`src/common/pll_pkg.sv`:
```
// Shared constants, field layouts and carrier types for the loop logic
package pll_pkg;

   // Register byte offsets
   localparam logic [3:0] CFG_OFS = 4'h0;
   localparam logic [3:0] REF_RATIO_OFS = 4'h4;
   localparam logic [3:0] FB_RATIO_OFS = 4'h8;
   localparam logic [3:0] STATUS_OFS = 4'hC;

   // Configuration field positions
   localparam int POL_BIT = 7;
   localparam int DSEL_BIT = 6;
   localparam int LDE_BIT = 5;
   localparam int REFSEL_LSB = 2;
   localparam int FVE_BIT = 1;
   localparam int FRE_BIT = 0;

   // Status field positions
   localparam int ST_LAG_BIT = 0;
   localparam int ST_LEAD_BIT = 1;
   localparam int ST_LOCK_BIT = 2;

   localparam int REF_W = 15;
   localparam int FB_W = 16;

   // Values after reset
   localparam logic [7:0] CFG_RST = 8'h10;
   localparam logic [REF_W-1:0] REF_RATIO_RST = 15'h0005;
   localparam logic [FB_W-1:0] FB_RATIO_RST = 16'h0028;

   // Oscillator half-cycles in the reference pulse (4.5 cycles)
   localparam logic [3:0] REF_PULSE_HALVES = 4'h9;

   // Reference output select codes
   localparam logic [2:0] REFSEL_OFF = 3'h0;
   localparam logic [2:0] REFSEL_DIV1 = 3'h1;
   localparam logic [2:0] REFSEL_DIV2 = 3'h2;
   localparam logic [2:0] REFSEL_DIV4 = 3'h3;

   typedef struct packed {
      logic detector_polarity_bit;
      logic dsel;
      logic lde;
      logic [2:0] refsel;
      logic fve;
      logic fre;
   } cfg_s;

   // Detector pin group
   typedef struct packed {
      logic pd_o;
      logic pd_oe;
      logic phi_r_n;
      logic phi_v_n;
      logic lock;
   } det_out_s;

endpackage

```
`src/hdl/pll_div_counter.sv`:
```
// Loadable down counter that ticks once per programmed period
`timescale 1ns/10ps
module pll_div_counter #(
   parameter int W = 16
) (
   // Clock and reset
   input wire logic i_core_clk,
   input wire logic i_rst_n,
   // Control
   input wire logic i_step,
   input wire logic i_load,
   input wire logic [W-1:0] i_ratio,
   // Period tick
   output logic o_tick
);

   logic [W-1:0] cnt_r;
   logic [W-1:0] cnt_nxt;
   logic tick_r;
   logic tick_nxt;

   always_comb begin
      cnt_nxt = cnt_r;
      tick_nxt = 1'b0;
      if (i_load) begin
         cnt_nxt = i_ratio;
      end else if (i_step) begin
         if (cnt_r <= {{(W-1){1'b0}}, 1'b1}) begin
            cnt_nxt = i_ratio;
            tick_nxt = 1'b1;
         end else begin
            cnt_nxt = cnt_r - {{(W-1){1'b0}}, 1'b1};
         end
      end
   end

   always_ff @(posedge i_core_clk or negedge i_rst_n) begin
      if (!i_rst_n) begin
         cnt_r <= '0;
         tick_r <= 1'b0;
      end else begin
         cnt_r <= cnt_nxt;
         tick_r <= tick_nxt;
      end
   end

   assign o_tick = tick_r;

endmodule

```
`src/hdl/pll_loop_logic.sv`:
```
// Dividers, reference output, phase/frequency and lock detectors
//
// The register offsets and the Avalon-MM register port were left to the implementer.
`timescale 1ns/10ps
module pll_loop_logic (
   // Clock and reset
   input wire logic i_core_clk,
   input wire logic i_nrst,
   // Avalon-MM slave
   input wire logic [3:0] i_address,
   input wire logic i_read,
   input wire logic i_write,
   input wire logic [31:0] i_writedata,
   input wire logic [3:0] i_byteenable,
   output logic [31:0] o_readdata,
   output logic o_waitrequest,
   // Loop pins
   input wire logic i_osc_input,
   input wire logic i_vco_freq_input,
   output logic o_buffered_ref_output,
   output logic o_ref_divider_pulse,
   output logic o_feedback_divider_pulse,
   // Detector pins
   output pll_pkg::det_out_s o_det
);
   import pll_pkg::*;

   // Reset release
   logic [1:0] rst_sync_r;
   logic rst_n;

   always_ff @(posedge i_core_clk or negedge i_nrst) begin
      if (!i_nrst) begin
         rst_sync_r <= 2'h0;
      end else begin
         rst_sync_r <= {rst_sync_r[0], 1'b1};
      end
   end

   assign rst_n = rst_sync_r[1];

   // Pin synchronisers; stage 1 is read only by stage 2
   logic osc_s1_r;
   logic osc_s2_r;
   logic osc_d_r;
   logic vco_s1_r;
   logic vco_s2_r;
   logic vco_d_r;
   logic osc_rise;
   logic osc_edge;
   logic vco_rise;

   always_ff @(posedge i_core_clk or negedge rst_n) begin
      if (!rst_n) begin
         osc_s1_r <= 1'b0;
         osc_s2_r <= 1'b0;
         osc_d_r <= 1'b0;
         vco_s1_r <= 1'b0;
         vco_s2_r <= 1'b0;
         vco_d_r <= 1'b0;
      end else begin
         osc_s1_r <= i_osc_input;
         osc_s2_r <= osc_s1_r;
         osc_d_r <= osc_s2_r;
         vco_s1_r <= i_vco_freq_input;
         vco_s2_r <= vco_s1_r;
         vco_d_r <= vco_s2_r;
      end
   end

   assign osc_rise = osc_s2_r & ~osc_d_r;
   assign osc_edge = osc_s2_r ^ osc_d_r;
   assign vco_rise = vco_s2_r & ~vco_d_r;

   // Register file
   cfg_s cfg_r;
   cfg_s cfg_nxt;
   logic [REF_W-1:0] ref_ratio_r;
   logic [REF_W-1:0] ref_ratio_nxt;
   logic [FB_W-1:0] fb_ratio_r;
   logic [FB_W-1:0] fb_ratio_nxt;
   logic ack_r;
   logic ack_nxt;
   logic wait_r;
   logic wait_nxt;
   logic [31:0] rdata_r;
   logic [31:0] rdata_nxt;
   logic jam_r;
   logic jam_nxt;
   logic [2:0] status;
   logic wr_take;

   // One wait cycle: request seen, then answered on the next edge
   assign wr_take = i_write & ack_r;

   always_comb begin
      cfg_nxt = cfg_r;
      ref_ratio_nxt = ref_ratio_r;
      fb_ratio_nxt = fb_ratio_r;
      jam_nxt = 1'b0;
      ack_nxt = (i_read | i_write) & ~ack_r;
      wait_nxt = ~ack_nxt;
      rdata_nxt = rdata_r;
      if (i_read & ~ack_r) begin
         case (i_address)
            CFG_OFS: rdata_nxt = {24'h000000, cfg_r};
            REF_RATIO_OFS: rdata_nxt = {17'h0, ref_ratio_r};
            FB_RATIO_OFS: rdata_nxt = {16'h0000, fb_ratio_r};
            STATUS_OFS: rdata_nxt = {29'h0, status};
            default: rdata_nxt = 32'h00000000;
         endcase
      end
      if (wr_take) begin
         case (i_address)
            CFG_OFS: begin
               if (i_byteenable[0]) begin
                  cfg_nxt = cfg_s'(i_writedata[7:0]);
               end
            end
            REF_RATIO_OFS: begin
               if (i_byteenable[0]) begin
                  ref_ratio_nxt[7:0] = i_writedata[7:0];
               end
               if (i_byteenable[1]) begin
                  ref_ratio_nxt[14:8] = i_writedata[14:8];
               end
            end
            FB_RATIO_OFS: begin
               if (i_byteenable[0]) begin
                  fb_ratio_nxt[7:0] = i_writedata[7:0];
               end
               if (i_byteenable[1]) begin
                  fb_ratio_nxt[15:8] = i_writedata[15:8];
               end
               jam_nxt = |i_byteenable[1:0];
            end
            default: begin
            end
         endcase
      end
   end

   always_ff @(posedge i_core_clk or negedge rst_n) begin
      if (!rst_n) begin
         cfg_r <= cfg_s'(CFG_RST);
         ref_ratio_r <= REF_RATIO_RST;
         fb_ratio_r <= FB_RATIO_RST;
         jam_r <= 1'b0;
         ack_r <= 1'b0;
         wait_r <= 1'b1;
         rdata_r <= 32'h00000000;
      end else begin
         cfg_r <= cfg_nxt;
         ref_ratio_r <= ref_ratio_nxt;
         fb_ratio_r <= fb_ratio_nxt;
         jam_r <= jam_nxt;
         ack_r <= ack_nxt;
         wait_r <= wait_nxt;
         rdata_r <= rdata_nxt;
      end
   end

   assign o_readdata = rdata_r;
   // Own flop, so the bus never sees a gate after the register
   assign o_waitrequest = wait_r;

   // Dividers
   logic ref_bypass;
   logic ref_tick;
   logic fb_tick;

   assign ref_bypass = (ref_ratio_r == {{(REF_W-1){1'b0}}, 1'b1});

   pll_div_counter #(
      .W(REF_W)
   ) u_ref_div (
      .i_core_clk(i_core_clk),
      .i_rst_n(rst_n),
      .i_step(osc_rise),
      .i_load(jam_r),
      .i_ratio(ref_ratio_r),
      .o_tick(ref_tick)
   );

   pll_div_counter #(
      .W(FB_W)
   ) u_fb_div (
      .i_core_clk(i_core_clk),
      .i_rst_n(rst_n),
      .i_step(vco_rise),
      .i_load(jam_r),
      .i_ratio(fb_ratio_r),
      .o_tick(fb_tick)
   );

   // Comparison events; bypass feeds oscillator edges straight through
   logic ref_evt;
   logic fb_evt;

   assign ref_evt = ref_bypass ? osc_rise : ref_tick;
   assign fb_evt = fb_tick;

   // Divider pulse shaping
   logic ref_hi_r;
   logic ref_hi_nxt;
   logic [3:0] ref_half_r;
   logic [3:0] ref_half_nxt;
   logic fb_hi_r;
   logic fb_hi_nxt;
   logic fr_pin_r;
   logic fr_pin_nxt;
   logic fv_pin_r;
   logic fv_pin_nxt;

   always_comb begin
      ref_hi_nxt = ref_hi_r;
      ref_half_nxt = ref_half_r;
      fb_hi_nxt = fb_hi_r;
      if (jam_r) begin
         ref_hi_nxt = 1'b0;
         ref_half_nxt = 4'h0;
         fb_hi_nxt = 1'b0;
      end else begin
         // Pulse counts oscillator half-cycles, so it ends on a fall
         if (ref_tick) begin
            ref_hi_nxt = 1'b1;
            ref_half_nxt = REF_PULSE_HALVES;
         end else if (osc_edge && ref_half_r != 4'h0) begin
            ref_half_nxt = ref_half_r - 4'h1;
            if (ref_half_r == 4'h1) begin
               ref_hi_nxt = 1'b0;
            end
         end
         // Feedback pulse lasts one VCO period
         if (fb_tick) begin
            fb_hi_nxt = 1'b1;
         end else if (vco_rise) begin
            fb_hi_nxt = 1'b0;
         end
      end
      if (!cfg_r.fre) begin
         fr_pin_nxt = 1'b0;
      end else if (ref_bypass) begin
         fr_pin_nxt = osc_s2_r;
      end else begin
         fr_pin_nxt = ref_hi_r;
      end
      fv_pin_nxt = cfg_r.fve & fb_hi_r;
   end

   always_ff @(posedge i_core_clk or negedge rst_n) begin
      if (!rst_n) begin
         ref_hi_r <= 1'b0;
         ref_half_r <= 4'h0;
         fb_hi_r <= 1'b0;
         fr_pin_r <= 1'b0;
         fv_pin_r <= 1'b0;
      end else begin
         ref_hi_r <= ref_hi_nxt;
         ref_half_r <= ref_half_nxt;
         fb_hi_r <= fb_hi_nxt;
         fr_pin_r <= fr_pin_nxt;
         fv_pin_r <= fv_pin_nxt;
      end
   end

   assign o_ref_divider_pulse = fr_pin_r;
   assign o_feedback_divider_pulse = fv_pin_r;

   // Buffered reference output prescaler
   logic [3:0] pre_r;
   logic [3:0] pre_nxt;
   logic buffered_ref_output_r;
   logic buffered_ref_output_nxt;

   always_comb begin
      pre_nxt = osc_rise ? pre_r + 4'h1 : pre_r;
      case (cfg_r.refsel)
         REFSEL_OFF: buffered_ref_output_nxt = 1'b0;
         REFSEL_DIV1: buffered_ref_output_nxt = osc_s2_r;
         REFSEL_DIV2: buffered_ref_output_nxt = pre_r[0];
         REFSEL_DIV4: buffered_ref_output_nxt = pre_r[1];
         default: buffered_ref_output_nxt = cfg_r.refsel[0] ? pre_r[3] : pre_r[2];
      endcase
   end

   always_ff @(posedge i_core_clk or negedge rst_n) begin
      if (!rst_n) begin
         pre_r <= 4'h0;
         buffered_ref_output_r <= 1'b0;
      end else begin
         pre_r <= pre_nxt;
         buffered_ref_output_r <= buffered_ref_output_nxt;
      end
   end

   assign o_buffered_ref_output = buffered_ref_output_r;

   // Phase/frequency detector: lag = reference first, lead = feedback
   logic lag_r;
   logic lag_nxt;
   logic lead_r;
   logic lead_nxt;
   det_out_s det_r;
   det_out_s det_nxt;
   logic sink;
   logic source;

   always_comb begin
      lag_nxt = lag_r;
      lead_nxt = lead_r;
      if (jam_r) begin
         lag_nxt = 1'b0;
         lead_nxt = 1'b0;
      end else if (lag_r & lead_r) begin
         // Both set for one cycle: the short coincident pulse
         lag_nxt = ref_evt;
         lead_nxt = fb_evt;
      end else begin
         lag_nxt = lag_r | ref_evt;
         lead_nxt = lead_r | fb_evt;
      end
   end

   always_comb begin
      // Matched edges set both lag and lead but turn neither driver on; leave the pin floating then
      sink = cfg_r.detector_polarity_bit ? lag_r & ~lead_r : lead_r & ~lag_r;
      source = cfg_r.detector_polarity_bit ? lead_r & ~lag_r : lag_r & ~lead_r;
      det_nxt.pd_o = source;
      det_nxt.pd_oe = cfg_r.dsel & (sink | source);
      if (!cfg_r.dsel) begin
         det_nxt.phi_v_n = ~(cfg_r.detector_polarity_bit ? lag_r : lead_r);
         det_nxt.phi_r_n = ~(cfg_r.detector_polarity_bit ? lead_r : lag_r);
      end else begin
         det_nxt.phi_v_n = 1'b1;
         det_nxt.phi_r_n = 1'b1;
      end
      det_nxt.lock = cfg_r.lde & ~(lag_r | lead_r);
   end

   always_ff @(posedge i_core_clk or negedge rst_n) begin
      if (!rst_n) begin
         lag_r <= 1'b0;
         lead_r <= 1'b0;
         det_r <= '{pd_o: 1'b0, pd_oe: 1'b0, phi_r_n: 1'b1,
                    phi_v_n: 1'b1, lock: 1'b0};
      end else begin
         lag_r <= lag_nxt;
         lead_r <= lead_nxt;
         det_r <= det_nxt;
      end
   end

   assign o_det = det_r;

   // Status: live detector state for software
   assign status[ST_LAG_BIT] = lag_r;
   assign status[ST_LEAD_BIT] = lead_r;
   assign status[ST_LOCK_BIT] = det_r.lock;

endmodule

```
`config.mk`:
```
export PLATFORM = sky130hd
export DESIGN_NAME = pll_loop_logic
export DESIGN_NICKNAME = d
export VERILOG_FILES = /design/src/common/pll_pkg.sv /design/src/hdl/pll_div_counter.sv /design/src/hdl/pll_loop_logic.sv
export SDC_FILE = /design/constraint.sdc
export NUM_CORES = 1
export LEC_CHECK = 0
export BUFFER_PORTS_ARGS = -buffer_cell sky130_fd_sc_hd__buf_2
export CORE_MARGIN = 1
export CORE_UTILIZATION = 30
export CTS_BUF_LIST = sky130_fd_sc_hd__clkbuf_8 sky130_fd_sc_hd__clkbuf_16
export DETAILED_ROUTE_END_ITERATION = 10
export GPL_TIMING_DRIVEN = 0
export HOLD_SLACK_MARGIN = 0.02
export PLACE_DENSITY_LB_ADDON = 0.3
export REMOVE_ABC_BUFFERS = 1
export SYNTH_ARGS = -nofsm -noshare
export SYNTH_HDL_FRONTEND = slang
export SYNTH_HIERARCHICAL = 1
export SYNTH_SLANG_ARGS = --single-unit
```
`constraint.sdc`:
```
create_clock -name i_core_clk -period 3.2 [get_ports i_core_clk]
set_input_delay 0.96 -clock i_core_clk [delete_from_list [all_inputs] [get_ports i_core_clk]]
set_output_delay 0.96 -clock i_core_clk [all_outputs]
set_load 0.005 [all_outputs]
```
==> metrics.md <==
| Metric | Value |
|---|---|
| Most frequent cells in the layout | `dfrtp_1, buf_2, nor2_1, mux2_2, nand2_1` |
| Initial Util | `30.8%` |
| Number of max-cap violations | `0` |
| CTS tree | `yes` |
| Clk root buf | `clkbuf_16` |
| Worst Path Max Fanout | `18` |
| Met3 Usage GRT | `3.87%` |
| Critical path endpoint category | `register` |
| Total core area | `roughly 20,000 µm²` |
| Cells after Synth | `between 500 and 600` |
| Pwr Density | `about 650 nW/µm²` |
| FFs w/ async S/R, synth | `100%` |
| Largest net degree at the start of global routing | `between 60 and 70` |
| Worst Tran Pin Value | `roughly 1300 ps` |
| DRC viols | `0` |
| Total GRT Usage | `between 15 and 20%` |
| Placed cell area | `about 6500 µm²` |
| P_leak | `3.09 nW` |
| Worst skew pair latency | `420 ps` |
| Synth top area share | `a little under half` |
| Filler Cell Count | `between 1,500 and 2,000` |
| RSZ-0062 raised after global routing | `false` |
| Final Critical Period | `2480 ps` |
| Post-route cell area | `approximately 7000 µm²` |
| Share of cells above drive strength 1 | `~26%` |
| Critical Path AT | `between 2000 and 3000 ps` |
| Non-filler instance count after layout | `about 900` |
| Worst setup path endpoint | `u_fb_div/cnt_r[15]` |
| Mapped Area | `around 6000 µm²` |
| Worst path required time | `3490 ps` |
| Syn avg cell area | `approximately 11 µm²` |
| GP Congestion | `0.857` |
| Syn. warnings | `6` |
| Dpl cells | `847` |
| First-pass GRT wire length | `between 20,000 and 25,000 µm` |
| Vias/cell | `5.10` |
| Reg2reg setup slack | `between 700 and 800 ps` |
| Die width | `around 140 µm` |
| Die height | `~140 µm` |
| I/O Pins | `87` |
| Top_reg_cell synth | `dfrtp_1` |
| Reg2Reg Capture Point | `u_fb_div/cnt_r[15]` |
| Final HPWL DP | `around 11,000 µm` |
| Initial antenna violation count | `0` |
| R2R cell count | `5` |
| Hold_ws | `about 320 ps` |
| Final ANT Viol Nets | `0` |
| Met2 usage | `27.5%` |
| Via Count | `roughly 4,500` |
| Register area share after synthesis | `just under 50%` |
| Setup Skew | `between 7 and 8 ps` |
| Final #Nets | `~660` |
| Routed wire length | `between 15,000 and 20,000 µm` |
| TritonRoute pass-1 iters | `5` |
| Fin crit share | `between 70% and 80%` |
| Total clock sinks | `~120` |
| # resized after CTS | `0` |
| Area Growth Syn to Fin | `16.3%` |
| Vias in the first global route | `4,625` |
| Final setup vio count | `0` |
| Min-Delay Path Class | `input pin to async pin` |
| CTS Hold Buffers Added | `0` |
| Fmax | `between 400 and 500 MHz` |
| Final Util | `35.8%` |
| Clk buf depth | `2` |
| GR Layer Usage met1 | `between 10% and 20%` |
| Starting DRC count in detailed routing | `about 250` |
| Row count | `51` |
| Cts bufs inserted | `17` |
| Critical path class | `register to register` |
| Final Hold Vio Count | `0` |
| N_diodes | `0` |
| Max VDD drop | `approximately 0.00028 V` |
| Clk pin slew, worst setup/hold paths | `approximately 50 ps` |
| EDFF count, synth | `0` |
| Top Usage Layer GRT | `met2` |
| Synth area leader | `dfrtp_1` |
| Critical Path Source | `vco_s2_r` |
| Max_slew headroom | `around 15%` |
| H-tree depth | `4` |
| Synth top area cells | `dfrtp_1, mux2_2, dfstp_2` |
| Setup bufs post-CTS | `0` |
| Status | `completed` |
| Die footprint | `just over 20,000 µm²` |
| Synth unique cells | `81` |
| Yosys reg bits | `approximately 120` |
| Slew Limit Fails | `0` |
| WL per Instance | `~17 µm` |
| R2r startpoint | `vco_s2_r` |
| Startpoint types | `register` |
| GR Overflow Total | `0` |
| Commonest non-fill, non-tap cell in the layout | `dfrtp_1` |
| PortBufs | `52` |
-- per-layer routing --
metal / part of all wire, % / vias up
met1: 43 / 2276
met5: 0 / -
li1: - / 2089
met4: 1.9 / 0
met3: 3.7 / 25
met2: 52 / 93
-- worst max-delay path: stages (launching register included) --
cell	delay, ps
dfrtp_1	330
nor2b_1	970
nor2_1	400
nor4_1	410
xnor2_1	160
o21ai_1	70
-- kinds of logic after synthesis --
kind of cell / after synthesis / synth area share [%]
fa+ha+maj: 9 / 1.87
flops: 119 / 49.6
mux: 58 / 11.5
compound gates: 117 / 13.3
buf+inv: 54 / 5.23
simple gates: 187 / 17.7
xor+xnor: 5 / 0.727
other cells: 2 / 0.125
-- report_power, final --
part	leakage (nW)	switching [mW]	internal [mW]
logic	1.28	0.371	0.363
registers	1.51	0.305	1.77
clock network	0.301	0.642	1.12
-- registers in the layout (all words and copies together) (netlist names), 2 cells and up --
name and count:
o_readdata 16, u_ref_div/cnt_r 15, ref_half_r 4, rst_sync_r 2
o_det 5, cfg_r 8, u_fb_div/cnt_r 16, fb_ratio_r 16
pre_r 4, ref_ratio_r 15
-- per-stage QoR --
stage	setup TNS, ps	setup slack [ps]	power, mW
3_3_place_gp	-198690	-1800	2.79
4_1_cts	0	665	4.63
3_5_place_dp	0	288	2.83
2_1_floorplan	-37790	-347	2.56
6_report	0	722	4.57
5_1_grt	0	481	4.81
-- cells in the mapped netlist (9+ instances only) --
master / instances
a22oi_1: 10
nor2_1: 42
dfrtp_1: 111
nor3_1: 16
inv_1: 17
nand4_1: 9
o21ai_0: 22
nand3_1: 18
mux2i_1: 13
nand2_1: 35
buf_4: 18
a21oi_1: 28
ha_1: 9
mux2_2: 40
-- how the worst min path moves through the flow --
stage,end,slack [ps]
after floorplan,osc_s2_r,330
after global placement,vco_s2_r,340
after detailed placement,rst_sync_r[1],340
after CTS,rst_sync_r[1],300
after global routing,rst_sync_r[1],300
final,rst_sync_r[1],320
-- final cells by class --
| type | count | area (µm²) | share of cell area (%) |
|---|---|---|---|
| well taps | 265 | 332 | 4.73 |
| repair buffers | 53 | 288 | 4.11 |
| flip-flops and latches | 119 | 2990 | 42.7 |
| clock inverters | 11 | 71.3 | 1.02 |
| inverters | 17 | 63.8 | 0.911 |
| multi-input cells | 393 | 2780 | 39.7 |
| clock buffers | 21 | 480 | 6.86 |
No activity file was read; power rests on OpenSTA's default activity.
